**config.mk**
```make
export PLATFORM = sky130hd
export DESIGN_NAME = pll_init_reset_mode_control
export DESIGN_NICKNAME = d
export VERILOG_FILES = /design/src/logic/pll_ctrl_pkg.sv /design/src/logic/nv_load_if.sv /design/src/logic/nv_loader.sv /design/src/logic/pll_init_reset_mode_control.sv
export SDC_FILE = /design/constraint.sdc
export NUM_CORES = 1
export LEC_CHECK = 0
export ABC_AREA = 1
export BUFFER_PORTS_ARGS = -buffer_cell sky130_fd_sc_hd__buf_2
export CORE_ASPECT_RATIO = 0.6
export CORE_MARGIN = 1.5
export CORE_UTILIZATION = 50
export CTS_CLUSTER_SIZE = 12
export DETAILED_ROUTE_END_ITERATION = 8
export PLACE_DENSITY_LB_ADDON = 0.25
export SLEW_MARGIN = 20
export SYNTH_ARGS = -nofsm -noshare
export SYNTH_HDL_FRONTEND = slang
export SYNTH_SLANG_ARGS = --single-unit
```
**constraint.sdc**
```tcl
create_clock -name pclk -period 4.8 [get_ports pclk]
set_input_delay 0.96 -clock pclk [delete_from_list [all_inputs] [get_ports pclk]]
set_output_delay 0.96 -clock pclk [all_outputs]
set_load 0.01 [all_outputs]
```
**src/logic/pll_ctrl_pkg.sv**
```systemverilog
// Operation
// - Power-up loads defaults from nonvolatile store first
// - Serial access blocked until initialization completes
// - Output clocks held inactive during initialization
// - Hard reset reloads everything like power-up
// - Hard reset from pin or register bit
// - Soft reset applies pending config, no reload
// - Exactly one of four loop modes after init
// - Normal bandwidth from register, 0.1 Hz-4 kHz
// - Fast-lock bandwidth used during acquisition when enabled
// - Fast-lock bandwidth accepts 100 Hz to 4 kHz
// - Revert to normal bandwidth once lock completes
// - Reference selection manual or automatic state machine
// - Frequency plan from host or nonvolatile store
// - Enter free-run automatically after initialization
// - Valid input starts acquisition from free-run/holdover
// - Holdover when selected input lost, none valid
// - Leave holdover when input valid again, reacquire
package pll_ctrl_pkg;
  localparam logic [11:0] ctrl_off      = 12'h000;
  localparam logic [11:0] bw_off        = 12'h004;
  localparam logic [11:0] refsel_off    = 12'h008;
  localparam logic [11:0] plan_m_off    = 12'h00c;
  localparam logic [11:0] plan_n_off    = 12'h010;
  localparam logic [11:0] status_off    = 12'h014;
  localparam logic [11:0] active_bw_off = 12'h018;
  localparam logic [11:0] id_off        = 12'h01c;
  // Control fields
  localparam int hard_rst_bit  = 0;
  localparam int soft_rst_bit  = 1;
  localparam int fastlock_bit  = 2;
  localparam int oe_bit        = 3;
  // Bandwidth codes: 0 = 0.1 Hz ... 15 = 4 kHz; fast-lock code floor is 100 Hz
  localparam logic [3:0] bw_code_min   = 4'h0;
  localparam logic [3:0] bw_code_max   = 4'hf;
  localparam logic [3:0] fl_code_min   = 4'h9;
  localparam logic [3:0] bw_rst        = 4'h4;
  localparam logic [3:0] fl_rst        = 4'hc;
  localparam logic [31:0] plan_m_rst   = 32'h0000_0064;
  localparam logic [31:0] plan_n_rst   = 32'h0000_000a;
  localparam logic [31:0] id_value     = 32'h0000_5a01; // Arbitrary value
  localparam logic [3:0] load_words    = 4'h8;
  typedef enum logic [2:0] {st_init, st_freerun, st_acquire, st_locked, st_holdover} mode_t;
endpackage

```
**src/logic/nv_load_if.sv**
```systemverilog
`timescale 1ns/1ps
interface nv_load_if;
  logic        start;
  logic        busy;
  logic        done;
  logic [2:0]  idx;
  logic [31:0] word;
  modport ctrl (output start, input busy, done, idx, word);
  modport ldr  (input start, output busy, done, idx, word);
endinterface

```
**src/logic/nv_loader.sv**
```systemverilog
`timescale 1ns/1ps
module nv_loader (
  input  wire logic pclk,
  input  wire logic presetn,
  nv_load_if.ldr    ld,
  input  wire logic [31:0] nv_data,
  output logic      [2:0]  nv_addr
);
  logic [3:0] cnt_q;
  // Walks the store one word per cycle; word idx 0/1 are the plan
  always_ff @(posedge pclk or negedge presetn) begin
    if (!presetn) begin
      cnt_q <= 4'h0;
    end else if (ld.start) begin
      cnt_q <= pll_ctrl_pkg::load_words;
    end else if (cnt_q != 4'h0) begin
      cnt_q <= cnt_q - 4'h1;
    end
  end
  assign ld.busy  = (cnt_q != 4'h0);
  assign ld.done  = (cnt_q == 4'h1);
  assign ld.idx   = 3'(pll_ctrl_pkg::load_words - cnt_q);
  assign ld.word  = nv_data;
  // One word ahead; the top registers it, so the store answers in step with idx
  assign nv_addr  = ld.start ? 3'h0 : (ld.busy ? ld.idx + 3'h1 : ld.idx);
endmodule

```
**src/logic/pll_init_reset_mode_control.sv**
```systemverilog
// Implementation choices: the APB interface to the registers and the address map.
`timescale 1ns/1ps
module pll_init_reset_mode_control (
  input  wire logic        pclk,
  input  wire logic        presetn,
  input  wire logic        ext_reset_n_pin,
  input  wire logic [3:0]  ref_input_valid,
  input  wire logic        lock_complete,
  input  wire logic [31:0] nv_data,
  output logic      [2:0]  nv_addr,
  input  wire logic        psel,
  input  wire logic        penable,
  input  wire logic        pwrite,
  input  wire logic [11:0] paddr,
  input  wire logic [31:0] pwdata,
  output logic      [31:0] prdata,
  output logic             pready,
  output logic             pslverr,
  output logic             clk_out_en,
  output logic      [3:0]  active_bw,
  output logic      [1:0]  ref_sel,
  output logic      [2:0]  mode,
  output logic      [31:0] plan_m,
  output logic      [31:0] plan_n,
  output logic             soft_apply
);
  nv_load_if ld ();
  logic [2:0] nv_addr_w;

  nv_loader u_ld (
    .pclk    (pclk),
    .presetn (presetn),
    .ld      (ld.ldr),
    .nv_data (nv_data),
    .nv_addr (nv_addr_w)
  );

  pll_ctrl_pkg::mode_t mode_q;
  logic        init_q;
  logic        start_q;
  logic        hard_req_q;
  logic        pin_q;
  logic        fastlock_q, oe_q;
  logic [3:0]  bw_q, fl_q, act_bw_q;
  logic        auto_q;
  logic [1:0]  man_sel_q, sel_q;
  logic [31:0] pm_q, pn_q, pm_pend_q, pn_pend_q;
  logic        soft_q;
  logic [31:0] prdata_q;
  logic        pready_q, pslverr_q;
  logic        acc, wr, hard_go;

  function automatic logic [1:0] first_valid(input logic [3:0] v);
    logic [1:0] r;
    r = 2'h0;
    for (int i = 3; i >= 0; i--) begin
      if (v[i]) begin
        r = 2'(i);
      end
    end
    return r;
  endfunction

  function automatic logic [3:0] clamp(input logic [3:0] v, input logic [3:0] lo);
    return (v < lo) ? lo : v;
  endfunction

  assign acc     = psel && penable && !pready_q;
  assign wr      = acc && pwrite && !init_q;
  assign hard_go = !pin_q || hard_req_q;

  // Pin sampled once; the bit self-clears as the reload starts
  always_ff @(posedge pclk or negedge presetn) begin
    if (!presetn) begin
      pin_q <= 1'b1;
    end else begin
      pin_q <= ext_reset_n_pin;
    end
  end

  always_ff @(posedge pclk or negedge presetn) begin
    if (!presetn) begin
      hard_req_q <= 1'b0;
    end else if (wr && paddr == pll_ctrl_pkg::ctrl_off && pwdata[pll_ctrl_pkg::hard_rst_bit]) begin
      hard_req_q <= 1'b1;
    end else begin
      hard_req_q <= 1'b0;
    end
  end

  // Init sequencing; power-up and hard reset share one path
  always_ff @(posedge pclk or negedge presetn) begin
    if (!presetn) begin
      init_q  <= 1'b1;
      start_q <= 1'b1;
    end else if (hard_go) begin
      init_q  <= 1'b1;
      start_q <= 1'b1;
    end else begin
      start_q <= 1'b0;
      if (ld.done && !start_q) begin
        init_q <= 1'b0;
      end
    end
  end
  assign ld.start = start_q;

  // Configuration: loaded from store during init, host writes after
  always_ff @(posedge pclk or negedge presetn) begin
    if (!presetn) begin
      pm_pend_q  <= pll_ctrl_pkg::plan_m_rst;
      pn_pend_q  <= pll_ctrl_pkg::plan_n_rst;
      bw_q       <= pll_ctrl_pkg::bw_rst;
      fl_q       <= pll_ctrl_pkg::fl_rst;
      fastlock_q <= 1'b0;
      oe_q       <= 1'b1;
      auto_q     <= 1'b1;
      man_sel_q  <= 2'h0;
    end else if (init_q && ld.busy) begin
      case (ld.idx)
        3'h0: pm_pend_q <= ld.word;
        3'h1: pn_pend_q <= ld.word;
        3'h2: bw_q <= ld.word[3:0];
        3'h3: fl_q <= clamp(ld.word[3:0], pll_ctrl_pkg::fl_code_min);
        3'h4: begin
          fastlock_q <= ld.word[pll_ctrl_pkg::fastlock_bit];
          oe_q       <= ld.word[pll_ctrl_pkg::oe_bit];
        end
        3'h5: begin
          auto_q    <= ld.word[2];
          man_sel_q <= ld.word[1:0];
        end
        default: ;
      endcase
    end else if (wr) begin
      case (paddr)
        pll_ctrl_pkg::ctrl_off: begin
          fastlock_q <= pwdata[pll_ctrl_pkg::fastlock_bit];
          oe_q       <= pwdata[pll_ctrl_pkg::oe_bit];
        end
        pll_ctrl_pkg::bw_off: begin
          bw_q <= pwdata[3:0];
          fl_q <= clamp(pwdata[7:4], pll_ctrl_pkg::fl_code_min);
        end
        pll_ctrl_pkg::refsel_off: begin
          auto_q    <= pwdata[2];
          man_sel_q <= pwdata[1:0];
        end
        pll_ctrl_pkg::plan_m_off: pm_pend_q <= pwdata;
        pll_ctrl_pkg::plan_n_off: pn_pend_q <= pwdata;
        default: ;
      endcase
    end
  end

  // Plan goes live at the end of init or on a soft reset only
  always_ff @(posedge pclk or negedge presetn) begin
    if (!presetn) begin
      pm_q   <= pll_ctrl_pkg::plan_m_rst;
      pn_q   <= pll_ctrl_pkg::plan_n_rst;
      soft_q <= 1'b0;
    end else if (init_q && ld.done && !start_q) begin
      pm_q   <= pm_pend_q;
      pn_q   <= pn_pend_q;
      soft_q <= 1'b0;
    end else if (wr && paddr == pll_ctrl_pkg::ctrl_off && pwdata[pll_ctrl_pkg::soft_rst_bit]) begin
      pm_q   <= pm_pend_q;
      pn_q   <= pn_pend_q;
      soft_q <= 1'b1;
    end else begin
      soft_q <= 1'b0;
    end
  end

  // Reference selection: manual register, or automatic move to lowest valid once the selected input is lost
  always_ff @(posedge pclk or negedge presetn) begin
    if (!presetn) begin
      sel_q <= 2'h0;
    end else if (!auto_q) begin
      sel_q <= man_sel_q;
    end else if (!ref_input_valid[sel_q] && ref_input_valid != 4'h0) begin
      sel_q <= first_valid(ref_input_valid);
    end
  end

  // Loop mode machine
  always_ff @(posedge pclk or negedge presetn) begin
    if (!presetn) begin
      mode_q <= pll_ctrl_pkg::st_init;
    end else if (init_q) begin
      mode_q <= pll_ctrl_pkg::st_init;
    end else begin
      case (mode_q)
        pll_ctrl_pkg::st_init:     mode_q <= pll_ctrl_pkg::st_freerun;
        pll_ctrl_pkg::st_freerun:
          if (ref_input_valid != 4'h0) mode_q <= pll_ctrl_pkg::st_acquire;
        pll_ctrl_pkg::st_acquire:
          if (!ref_input_valid[sel_q] && ref_input_valid == 4'h0) begin
            mode_q <= pll_ctrl_pkg::st_holdover;
          end else if (lock_complete) begin
            mode_q <= pll_ctrl_pkg::st_locked;
          end
        pll_ctrl_pkg::st_locked:
          if (!ref_input_valid[sel_q] && ref_input_valid == 4'h0) begin
            mode_q <= pll_ctrl_pkg::st_holdover;
          end else if (!lock_complete) begin
            mode_q <= pll_ctrl_pkg::st_acquire;
          end
        pll_ctrl_pkg::st_holdover:
          if (ref_input_valid != 4'h0) mode_q <= pll_ctrl_pkg::st_acquire;
        default: mode_q <= pll_ctrl_pkg::st_freerun;
      endcase
    end
  end

  // Bandwidth in use follows the mode one cycle later
  always_ff @(posedge pclk or negedge presetn) begin
    if (!presetn) begin
      act_bw_q <= pll_ctrl_pkg::bw_rst;
    end else if (mode_q == pll_ctrl_pkg::st_acquire && fastlock_q) begin
      act_bw_q <= fl_q;
    end else begin
      act_bw_q <= bw_q;
    end
  end

  // Clocks stay off until the load has finished
  always_ff @(posedge pclk or negedge presetn) begin
    if (!presetn) begin
      clk_out_en <= 1'b0;
    end else begin
      clk_out_en <= !init_q && !hard_go && oe_q;
    end
  end

  // APB slave; one wait state, init holds reads/writes off with an error
  always_ff @(posedge pclk or negedge presetn) begin
    if (!presetn) begin
      pready_q  <= 1'b0;
      pslverr_q <= 1'b0;
      prdata_q  <= 32'h0000_0000;
    end else begin
      pready_q  <= acc;
      pslverr_q <= acc && init_q;
      prdata_q  <= 32'h0000_0000;
      if (acc && !pwrite && !init_q) begin
        case (paddr)
          pll_ctrl_pkg::ctrl_off:
            prdata_q <= {28'h0, oe_q, fastlock_q, 2'h0};
          pll_ctrl_pkg::bw_off:        prdata_q <= {24'h0, fl_q, bw_q};
          pll_ctrl_pkg::refsel_off:    prdata_q <= {29'h0, auto_q, man_sel_q};
          pll_ctrl_pkg::plan_m_off:    prdata_q <= pm_pend_q;
          pll_ctrl_pkg::plan_n_off:    prdata_q <= pn_pend_q;
          pll_ctrl_pkg::status_off:
            prdata_q <= {24'h0, sel_q, lock_complete, 2'h0, 3'(mode_q)};
          pll_ctrl_pkg::active_bw_off: prdata_q <= {28'h0, act_bw_q};
          pll_ctrl_pkg::id_off:        prdata_q <= pll_ctrl_pkg::id_value;
          default:                     prdata_q <= 32'h0000_0000;
        endcase
      end
    end
  end

  always_ff @(posedge pclk or negedge presetn) begin
    if (!presetn) begin
      nv_addr <= 3'h0;
    end else begin
      nv_addr <= nv_addr_w;
    end
  end

  assign prdata     = prdata_q;
  assign pready     = pready_q;
  assign pslverr    = pslverr_q;
  assign active_bw  = act_bw_q;
  assign ref_sel    = sel_q;
  assign mode       = 3'(mode_q);
  assign plan_m     = pm_q;
  assign plan_n     = pn_q;
  assign soft_apply = soft_q;
endmodule

```
==> flow_metrics.env, run 1 <==
export IMPL_run_status="finished clean"
export IMPL_drt_pre_antenna_iters=6
export IMPL_post_route_period_util_pct=70.8
export IMPL_critical_path_cell_chain="inv_1 > ha_1 > nand2_1 > nand2_2 > inv_2 > buf_4 > nand2_1 > o21ai_4 > buf_4 > nand2_1 > o21ai_0"
export IMPL_cts_repair_resized=0
export IMPL_crit_type="flip-flop to flip-flop"
export IMPL_synth_async_sr_flop_share_pct=100
export IMPL_stdcell_count=1502
export IMPL_cts_tree="built"
export IMPL_p_leak_nw=5.73
export IMPL_mappedNetlistNets=1172
export IMPL_clk_tree_root_cell="clkbuf_16"
export IMPL_synth_edff_count=0
export IMPL_transition_time_at_the_pin_with_the_least_slew_margin_ps=1080
export IMPL_grt_max_degree=105
export IMPL_cts_repair_timing_setup_buffer_count=0
export IMPL_place_detailed_hpwl_um=17500
export IMPL_layout_nets=1352
export IMPL_cap_violations=0
export IMPL_ant_nets=0
export IMPL_core_area_um2=17300
export IMPL_die_width_um=175
export IMPL_synthesis_area_um2=8910
export IMPL_cpMaxStageDelayCell="inv_2"
export IMPL_h_tree_depth=4
export IMPL_cts_hold_buffers_added=0
export IMPL_power_per_cell_area_nw_per_um2=584
export IMPL_die_area_um2=18600
export IMPL_clock_skew_ps=17.1
export IMPL_wire_per_inst_um=17.0
export IMPL_post_layout_total_power_w=0.00621
export IMPL_hold_viol_final=0
export IMPL_diodes=0
export IMPL_globalRouteTotalUtil_pct=28.3
export IMPL_post_drt_via_cell_ratio=5.31
export IMPL_timing_critical_path_max_delay_family="buffers and inverters"
export IMPL_cp_arrival_ps=3730
export IMPL_timing_final_setup_violations=0
export IMPL_drv_slew=0
export IMPL_antenna_found_initial=0
export IMPL_worst_slew_margin_rel_pct=27.5
export IMPL_worst_endpoint_required_ps=5130
export IMPL_utilization_pct=61.6
export IMPL_drc_errors=0
export IMPL_achievable_frequency_ghz=0.294
export IMPL_irDropWorstVdd_uv=316
export IMPL_dieHeight_um=106
export IMPL_detail_route_wirelength_um=25500
export IMPL_vias=7971
export IMPL_path_clk_slew_ps=80
export IMPL_final_design_area_no_fill_um2=10600
export IMPL_end_kind="flip-flop"
export IMPL_syn2layout_area_growth_pct=19.4
export IMPL_synth_ff_type="dfrtp_1"
export IMPL_critPathMostFrequentCell="nand2_1"
export IMPL_drive_gt1_share_pct=22.6
export IMPL_tritoncts_num_buffers=17
export IMPL_detail_route_iter0_violations=719
export IMPL_nFillCells=1524
export IMPL_average_size_of_a_mapped_cell_um2=8.28
export IMPL_placementRows=37
export IMPL_path_max_fanout=35
export IMPL_crit_buf_inv=4
export IMPL_num_io_pins=199
export IMPL_tmin_final_ps=3400
export IMPL_yosysUniqueCellTypes=32
export IMPL_starting_density_of_the_core_pct=51.6
export IMPL_numPlacedInstances=1471
export IMPL_grt_pass1_wl_um=40700
export IMPL_hold_path_class="flip-flop to flip-flop"
export IMPL_globalRoute_totalOverflow=0
export IMPL_worstSetupStartpointType="flip-flop"
export IMPL_cts_path_max_buffers=2
export IMPL_grt_setup_unrepaired="no"
export IMPL_cts_num_sinks=197
export IMPL_final_setup_tns_ps=0
export IMPL_yosysSeqAreaShare_pct=55.6
export IMPL_grt_pass1_vias=7441
export IMPL_globalplace_congestion=0.926
export IMPL_synth_warning_count=0
export IMPL_placedInstanceArea_um2=10100
export IMPL_synthCells=1076
export IMPL_critPathMaxStageDelay_ps=510
export IMPL_ys_seq_elements=197
export IMPL_placement_io_buffers=198
export IMPL_worstSkewPairLatency_ps=430
## registers in the layout, summed over array words and instances, names as in the netlist, 2 cells and up
name / flops
active_bw: 4
bw_q: 4
fl_q: 4
man_sel_q: 2
mode: 3
nv_addr: 3
plan_m: 32
plan_n: 32
pm_pend_q: 32
pn_pend_q: 32
prdata: 32
ref_sel: 2
u_ld.cnt_q: 4
## cell usage after synthesis, types with 2 or more instances
master	count	area, um2
nand2_1	358	1340
dfrtp_1	178	4450
nand3_1	120	601
inv_1	108	405
o21ai_1	60	300
nor2_1	45	169
a21oi_1	38	190
o21ai_0	35	175
buf_2	31	155
dfstp_2	19	499
nand4_1	10	62.6
ha_1	9	113
buf_1	8	30.0
inv_2	6	22.5
o22ai_1	6	37.5
buf_4	5	37.5
clkbuf_1	5	18.8
nor3_1	5	25.0
o211ai_1	5	37.5
nand2_2	4	25.0
buf_6	3	33.8
nor2_2	3	18.8
a21boi_0	2	15.0
nand3_2	2	20.0
nor2_4	2	22.5
nor3_2	2	20.0
o21ai_4	2	32.5
## layer usage
metal / track usage, % / wire length [um] / up-vias
met3: 7.08 / 2750 / 14
met5: 0 / 0 / -
li1: - / - / 3795
met4: 5.56 / 166 / 0
met1: 44.7 / 12100 / 3778
met2: 39.1 / 10500 / 384
## layout make-up
class / count / area, um2 / area share [%]
Clock buffer: 18 / 439 / 4.13
Inverter: 114 / 428 / 4.02
Tap cell: 234 / 293 / 2.75
Sequential cell: 197 / 4950 / 46.6
Timing Repair Buffer: 213 / 1110 / 10.5
Multi-Input combinational cell: 713 / 3270 / 30.7
Clock inverter: 13 / 140 / 1.32
## worst register-to-register path: cells and delay by family, from the launching register on
family          cells  cell delay, ps
fa+ha+maj           1             260
flops               1             460
compound gates      2             330
simple gates        4             840
buf+inv             4            1410
## final timing paths
kind                          startpoint            end  slack (ps)  cells past startpoint
max reg2reg                u_ld.cnt_q[0]   pm_pend_q[0]        1400                     11
max                        u_ld.cnt_q[0]   pm_pend_q[0]        1400                     11
max in group asynchronous        presetn  pm_pend_q[25]        3050                      2
min in group asynchronous        presetn     plan_m[16]         620                      1
min reg2reg                 pn_pend_q[7]      plan_n[7]         470                      2
min                         pn_pend_q[7]      plan_n[7]         470                      2
## cell families (layout without fill, tap and decap cells)
| logic type | after synthesis | after routing | share of synthesized area (%) |
|---|---|---|---|
| AO/OA/AOI/OAI | 148 | 148 | 8.85 |
| XOR/XNOR | 1 | 1 | 0.0984 |
| flip-flops | 197 | 197 | 55.6 |
| buffers and inverters | 166 | 358 | 7.90 |
| adder cells (fa/ha/maj) | 9 | 9 | 1.26 |
| AND/OR/NAND/NOR | 555 | 555 | 26.3 |
## where the power goes
| part | switching, W | internal (W) |
|---|---|---|
| clock network | 0.000681 | 0.000747 |
| logic | 0.00126 | 0.000726 |
| registers | 0.000476 | 0.00232 |
## per-stage QoR
step / setup slack [ps] / hold slack [ps]
global placement: 1310 / 449
detailed placement: 1210 / 458
CTS: 1440 / 466
finish: 1400 / 468
global route: 1130 / 487
floorplan: 2700 / 430
## layout by cell type (no fill, tap or decap), types with 2 or more instances in the layout
cell,instances
a21boi_0,2
a21oi_1,38
buf_2,197
buf_4,15
clkbuf_16,17
clkbuf_8,2
clkinvlp_4,3
dfrtp_1,178
dfstp_2,19
ha_1,9
inv_1,108
inv_2,6
inv_6,4
inv_8,2
nand2_1,357
nand2_2,5
nand3_1,120
nand3_2,2
nand4_1,10
nor2_1,45
nor2_2,3
nor2_4,2
nor3_1,5
o211ai_1,5
o21ai_0,35
o21ai_1,60
o21ai_4,2
o22ai_1,6
Power figures use the tool's default switching activity.
==> run 2, diff against run 1 <==
--- a/config.mk
+++ b/config.mk
@@ -9,7 +9,7 @@
 export BUFFER_PORTS_ARGS = -buffer_cell sky130_fd_sc_hd__buf_2
 export CORE_ASPECT_RATIO = 0.6
 export CORE_MARGIN = 1.5
-export CORE_UTILIZATION = 50
+export CORE_UTILIZATION = 49
 export CTS_CLUSTER_SIZE = 12
 export DETAILED_ROUTE_END_ITERATION = 8
 export PLACE_DENSITY_LB_ADDON = 0.25
==> constraint.sdc (replaced) <==
create_clock -name pclk -period 2.9 [get_ports pclk]
set_input_delay 0.58 -clock pclk [delete_from_list [all_inputs] [get_ports pclk]]
set_output_delay 0.58 -clock pclk [all_outputs]
set_load 0.01 [all_outputs]
==> run 2 against run 1 <==
Fmax increased by 43%; largest power group unchanged; clock power increased by 69%; setup slack got worse by 870 ps.
==> flow_metrics.env, run 2 (same netlist as run 1, synthesis figures left out) <==
export IMPL_cts_num_sinks=197
export IMPL_die_width_um=177
export IMPL_crit_buf_inv=4
export IMPL_ant_nets=0
export IMPL_cts_hold_buffers_added=0
export IMPL_transition_time_at_the_pin_with_the_least_slew_margin_ps=745
export IMPL_power_sequential_fraction_pct=44.5
export IMPL_mostFrequentLayoutCell="nand2_1"
export IMPL_grt_setup_unrepaired="no"
export IMPL_p_clk_share_pct=23.4
export IMPL_pre_cts_ws_ps=528
export IMPL_grt_pass1_wl_um=39300
export IMPL_grt_pass1_vias=7255
export IMPL_wire_per_inst_um=16.5
export IMPL_timing_final_setup_violations=0
export IMPL_achievable_frequency_ghz=0.422
export IMPL_path_max_fanout=38
export IMPL_nFillCells=1589
export IMPL_cap_violations=0
export IMPL_starting_density_of_the_core_pct=51.0
export IMPL_diodes=0
export IMPL_drc_errors=0
export IMPL_drt_pre_antenna_iters=7
export IMPL_worstSetupStartpointType="flip-flop"
export IMPL_cts_tree="built"
export IMPL_cp_arrival_ps=2720
export IMPL_placement_io_buffers=198
export IMPL_final_hold_worst_slack_ps=133
export IMPL_critPathMostFrequentCell="nand2_1"
export IMPL_post_drt_via_cell_ratio=5.21
export IMPL_detail_route_iter0_violations=799
export IMPL_post_route_period_util_pct=81.7
export IMPL_stdcell_count=1513
export IMPL_place_detailed_hpwl_um=17400
export IMPL_h_tree_depth=4
export IMPL_worstSkewPairLatency_ps=430
export IMPL_cts_repair_resized=0
export IMPL_critical_path_cell_chain="inv_1 > ha_1 > nand2_1 > nand2_2 > inv_2 > buf_4 > nand2_1 > o21ai_4 > buf_4 > nand2_1 > o21ai_1"
export IMPL_p_leak_nw=5.81
export IMPL_cpMaxStageDelayCell="dfrtp_1"
export IMPL_power_net_switching_w=0.00403
export IMPL_post_layout_total_power_w=0.0103
export IMPL_layout_nets=1362
export IMPL_dieHeight_um=107
export IMPL_timing_critical_path_max_delay_family="buffers and inverters"
export IMPL_clk_tree_root_cell="clkbuf_16"
export IMPL_layout_cells_most_common_list="nand2_1, buf_2, dfrtp_1"
export IMPL_drv_slew=0
export IMPL_sw_frac_of_total_pct=39.0
export IMPL_final_setup_tns_ps=0
export IMPL_comb_power_share_pct=32.1
export IMPL_path_clk_slew_ps=80
export IMPL_cts_path_max_buffers=2
export IMPL_placementRows=37
export IMPL_globalplace_congestion=0.937
export IMPL_irDropWorstVdd_uv=579
export IMPL_detail_route_wirelength_um=25000
export IMPL_globalRoute_totalOverflow=0
export IMPL_num_io_pins=199
export IMPL_numPlacedInstances=1481
export IMPL_grt_max_degree=68
export IMPL_die_area_um2=19000
export IMPL_globalRouteTotalUtil_pct=27.1
export IMPL_vias=7876
export IMPL_hold_viol_final=0
export IMPL_hold_path_class="input pin to async pin"
export IMPL_run_status="finished clean"
export IMPL_power_per_cell_area_nw_per_um2=960
export IMPL_antenna_found_initial=0
export IMPL_worst_setup_margin_ps=529
export IMPL_tritoncts_num_buffers=17
export IMPL_critPathMaxStageDelay_ps=450
export IMPL_core_area_um2=17500
export IMPL_worst_slew_margin_rel_pct=50.3
export IMPL_end_kind="flip-flop"
export IMPL_clock_skew_ps=15.5
export IMPL_drive_gt1_share_pct=23.2
export IMPL_crit_type="flip-flop to flip-flop"
export IMPL_tmin_final_ps=2370
export IMPL_worst_endpoint_required_ps=3250
export IMPL_p_int_w=0.00632
export IMPL_cts_repair_timing_setup_buffer_count=0
export IMPL_syn2layout_area_growth_pct=21.1
[run 2: cell types whose count changed in the layout (fill, tap and decap cells not counted), sizes merged]
cell,delta
buf,+10
clkinv,+4
clkinvlp,-3
[run 2: worst paths after layout]
kind / start / to / slack (ps) / cells after the start
max: u_ld.cnt_q[0] / pm_pend_q[12] / 530 / 11
min in group pclk: ext_reset_n_pin / pin_q / 240 / 1
min reg2reg: pn_pend_q[3] / plan_n[3] / 460 / 2
max in group asynchronous: presetn / plan_n[12] / 2000 / 2
max reg2reg: u_ld.cnt_q[0] / pm_pend_q[12] / 530 / 11
min: presetn / mode[0] / 130 / 1
[run 2: per-layer routing]
metal / GRT usage, % / wire length (um) / share of wire, %
met2: 37.8 / 10300 / 41
met4: 6.48 / 242 / 0.97
met3: 4.80 / 2330 / 9.3
met1: 43.1 / 12100 / 48
met5: 0 / 0 / 0
[run 2: worst reg2reg max path: cells and delay by family (launching register included)]
family          cells  cell delay, ps
compound gates      2             170
buf+inv             4             950
simple gates        4             470
fa+ha+maj           1             250
flops               1             450
[run 2: layout make-up]
class | instances | area (um2) | area share, %
Inverter | 114 | 428 | 3.97
Sequential cell | 197 | 4950 | 45.9
Clock buffer | 18 | 429 | 3.98
Clock inverter | 14 | 186 | 1.73
Tap cell | 234 | 293 | 2.72
Timing Repair Buffer | 223 | 1220 | 11.4
Multi-Input combinational cell | 713 | 3270 | 30.3
[run 2: power groups by stage]
stage	Combinational, W	Clock, W	Sequential (W)
2_1_floorplan	0.00190	0	0.00466
3_3_place_gp	0.00321	0	0.00464
3_5_place_dp	0.00331	0	0.00463
4_1_cts	0.00335	0.00245	0.00459
5_1_grt	0.00376	0.00259	0.00472
6_report	0.00332	0.00242	0.00460
[run 2: through the flow]
step | utilization, % | area (um2)
final | 61.8 | 10800
after global routing | 61.8 | 10800
after CTS | 61.8 | 10800
after detailed placement | 58.2 | 10200
after global placement | 58.2 | 10200
after floorplan | - | 8910
==> run 3, diff against run 2 <==
--- a/config.mk
+++ b/config.mk
@@ -5,11 +5,11 @@
 export SDC_FILE = /design/constraint.sdc
 export NUM_CORES = 1
 export LEC_CHECK = 0
-export ABC_AREA = 1
+export ABC_AREA = 0
 export BUFFER_PORTS_ARGS = -buffer_cell sky130_fd_sc_hd__buf_2
 export CORE_ASPECT_RATIO = 0.6
 export CORE_MARGIN = 1.5
-export CORE_UTILIZATION = 49
+export CORE_UTILIZATION = 50
 export CTS_CLUSTER_SIZE = 12
 export DETAILED_ROUTE_END_ITERATION = 8
 export PLACE_DENSITY_LB_ADDON = 0.25
==> constraint.sdc (replaced) <==
create_clock -name pclk -period 2.24 [get_ports pclk]
set_input_delay 0.448 -clock pclk [delete_from_list [all_inputs] [get_ports pclk]]
set_output_delay 0.448 -clock pclk [all_outputs]
set_load 0.01 [all_outputs]
==> run 3 against run 2 <==
Sequential share of layout area is 1.3 points higher; sequential cell count is the same; hold slack worse by 140 ps; register-to-register slack worse by 460 ps; the flow now finishes with violations (hold timing); critical path depth shrank 4; via count down 22%; synthesized cell count is 35% lower.
==> flow_metrics.env, run 3 <==
export IMPL_run_status="complete, but fails checks"
export IMPL_violations="hold timing"
export IMPL_die_area_um2=17700
export IMPL_post_drt_via_cell_ratio=5.33
export IMPL_worstSetupStartpointType="flip-flop"
export IMPL_clk_tree_root_cell="clkbuf_16"
export IMPL_power_per_cell_area_nw_per_um2=1310
export IMPL_core_area_um2=16400
export IMPL_mappedNetlistNets=797
export IMPL_layout_nets=1012
export IMPL_hold_path_class="input pin to async pin"
export IMPL_tritoncts_num_buffers=17
export IMPL_yosysUniqueCellTypes=59
export IMPL_ys_seq_elements=197
export IMPL_placementRows=36
export IMPL_path_clk_slew_ps=80
export IMPL_post_route_period_util_pct=97.1
export IMPL_die_width_um=171
export IMPL_timing_final_setup_violations=0
export IMPL_synth_async_sr_flop_share_pct=100
export IMPL_final_hold_worst_slack_ps=-3.98
export IMPL_cp_arrival_ps=2480
export IMPL_worst_endpoint_required_ps=2540
export IMPL_critical_path_cell_chain="inv_1 > ha_1 > nor4b_1 > buf_4 > a21o_2 > buf_12 > mux2_1"
export IMPL_drive_gt1_share_pct=33.5
export IMPL_placement_io_buffers=198
export IMPL_synth_commonest_cells="dfrtp_1, nor2_1, a21oi_1"
export IMPL_achievable_frequency_ghz=0.460
export IMPL_synth_warning_count=0
export IMPL_average_size_of_a_mapped_cell_um2=12.0
export IMPL_netlist_area_leader_share_pct=52.8
export IMPL_layout_cells_most_common_list="buf_2, dfrtp_1, nor2_1"
export IMPL_crit_buf_inv=3
export IMPL_yosys_cell_count_top_type="dfrtp_1"
export IMPL_detail_route_iter0_violations=425
export IMPL_starting_density_of_the_core_pct=51.6
export IMPL_grt_pass1_vias=5875
export IMPL_drc_errors=0
export IMPL_clock_skew_ps=18.5
export IMPL_cpMaxStageDelayCell="dfrtp_1"
export IMPL_cts_hold_buffers_added=0
export IMPL_ff_latch_area_um2=4950
export IMPL_synthCells=701
export IMPL_wire_per_inst_um=17.9
export IMPL_tmin_final_ps=2180
export IMPL_antenna_found_initial=0
export IMPL_mostFrequentLayoutCell="buf_2"
export IMPL_final_design_area_no_fill_um2=10500
export IMPL_area_of_the_multi_input_gates_um2=3090
export IMPL_path_max_fanout=32
export IMPL_synthesis_area_um2=8430
export IMPL_yosysSeqAreaShare_pct=58.7
export IMPL_transition_time_at_the_pin_with_the_least_slew_margin_ps=488
export IMPL_hold_viol_final=1
export IMPL_worstSkewPairLatency_ps=420
export IMPL_synth_ff_type="dfrtp_1"
export IMPL_irDropWorstVdd_uv=663
export IMPL_globalRouteTotalUtil_pct=24.1
export IMPL_drv_slew=0
export IMPL_p_leak_nw=4.90
export IMPL_nFillCells=1341
export IMPL_h_tree_depth=4
export IMPL_cap_violations=0
export IMPL_diodes=0
export IMPL_dieHeight_um=104
export IMPL_syn2layout_area_growth_pct=24.2
export IMPL_worst_slew_margin_rel_pct=67.5
export IMPL_crit_type="flip-flop to flip-flop"
export IMPL_vias=6163
export IMPL_placedInstanceArea_um2=9860
export IMPL_critPathMaxStageDelay_ps=380
export IMPL_grt_pass1_wl_um=32400
export IMPL_cts_tree="built"
export IMPL_num_io_pins=199
export IMPL_place_detailed_hpwl_um=14700
export IMPL_globalRoute_totalOverflow=0
export IMPL_yosys_area_top_type="dfrtp_1"
export IMPL_synth_edff_count=0
export IMPL_globalplace_congestion=0.905
export IMPL_detail_route_wirelength_um=20700
export IMPL_timing_critical_path_max_delay_family="buffers and inverters"
export IMPL_cts_num_sinks=197
export IMPL_drt_pre_antenna_iters=5
export IMPL_grt_max_degree=60
export IMPL_end_kind="flip-flop"
export IMPL_ant_nets=0
export IMPL_cts_path_max_buffers=2
export IMPL_synthTopCellsByArea="dfrtp_1, mux2_1, dfstp_2"
run 3: cell types whose count changed in the layout (fill, tap and decap cells not counted), sizes merged, moves of 10 or more:
cell   before  now
inv       120   25
nand3     122   12
mux2i       0   43
nor2       50  117
nand2     362   16
buf       222  238
o21ai      97   12
a22oi       0   28
nand4      11    1
a21oi      38   71
mux2        0   68
run 3: path summary, 6_finish.rpt:
check / end / slack (ps) / from / depth (start not counted)
min in group pclk: pin_q / 110 / ext_reset_n_pin / 1
max in group asynchronous: plan_m[20] / 1580 / presetn / 2
min reg2reg: plan_n[31] / 490 / plan_n[31] / 1
max: plan_m[13] / 60 / u_ld.cnt_q[1] / 7
max reg2reg: plan_m[13] / 60 / u_ld.cnt_q[1] / 7
min: hard_req_q / -4 / presetn / 1
run 3: cell type report:
cell class	instances	share of cell area, %
Timing Repair Buffer	239	14.0
Sequential cell	197	47.3
Inverter	18	0.645
Multi-Input combinational cell	443	29.5
Clock buffer	17	4.06
Clock inverter	14	1.77
Tap cell	228	2.72
run 3: per-layer routing:
metal | part of all wire, % | vias up | GRT usage, %
li1 | - | 2888 | -
met3 | 7.9 | 13 | 6.27
met2 | 42 | 234 | 33.3
met5 | 0 | - | 0
met4 | 0.62 | 0 | 5.37
met1 | 50 | 3028 | 37.7
run 3: worst register-to-register path, cell delays in order (launching register included):
cell and delay, ps:
dfrtp_1 380, inv_1 130, ha_1 160, nor4b_1 370
buf_4 190, a21o_2 210, buf_12 230, mux2_1 390
run 3: cell families (layout without fill, tap and decap cells):
family | after synthesis | after routing | share of synthesized area, %
buffers and inverters | 61 | 288 | 4.70
multiplexers | 112 | 112 | 14.5
flip-flops | 197 | 197 | 58.7
AO/OA/AOI/OAI | 144 | 144 | 10.8
adder cells (fa/ha/maj) | 9 | 9 | 1.34
AND/OR/NAND/NOR | 176 | 176 | 9.66
XOR/XNOR | 2 | 2 | 0.208
run 3: where the power goes:
part	leakage, nW	total, W	internal, W	switching [W]
sequential	2.37	0.00612	0.00506	0.00106
clock	0.300	0.00315	0.00170	0.00144
combinational	2.23	0.00445	0.00205	0.00241
run 3: per-stage QoR:
| step | power (W) | setup slack, ps | std cells | TNS [ps] | utilization [%] |
|---|---|---|---|---|---|
| CTS | 0.0138 | 44.5 | 1156 | 0 | 64.0 |
| global placement | 0.0104 | -15.1 | 1125 | -60.6 | 60.3 |
| finish | 0.0137 | 64.5 | 1156 | 0 | 64.1 |
| detailed placement | 0.0106 | -41.2 | 1125 | -529 | 60.3 |
| floorplan | 0.00865 | 31.0 | 701 | 0 | - |
| global route | 0.0146 | -42.4 | 1156 | -168 | 64.1 |
run 3: repair_timing:
item,CTS,global route
setup endpoints to repair,0,38
setup buffers,0,0
gates resized for setup,0,2
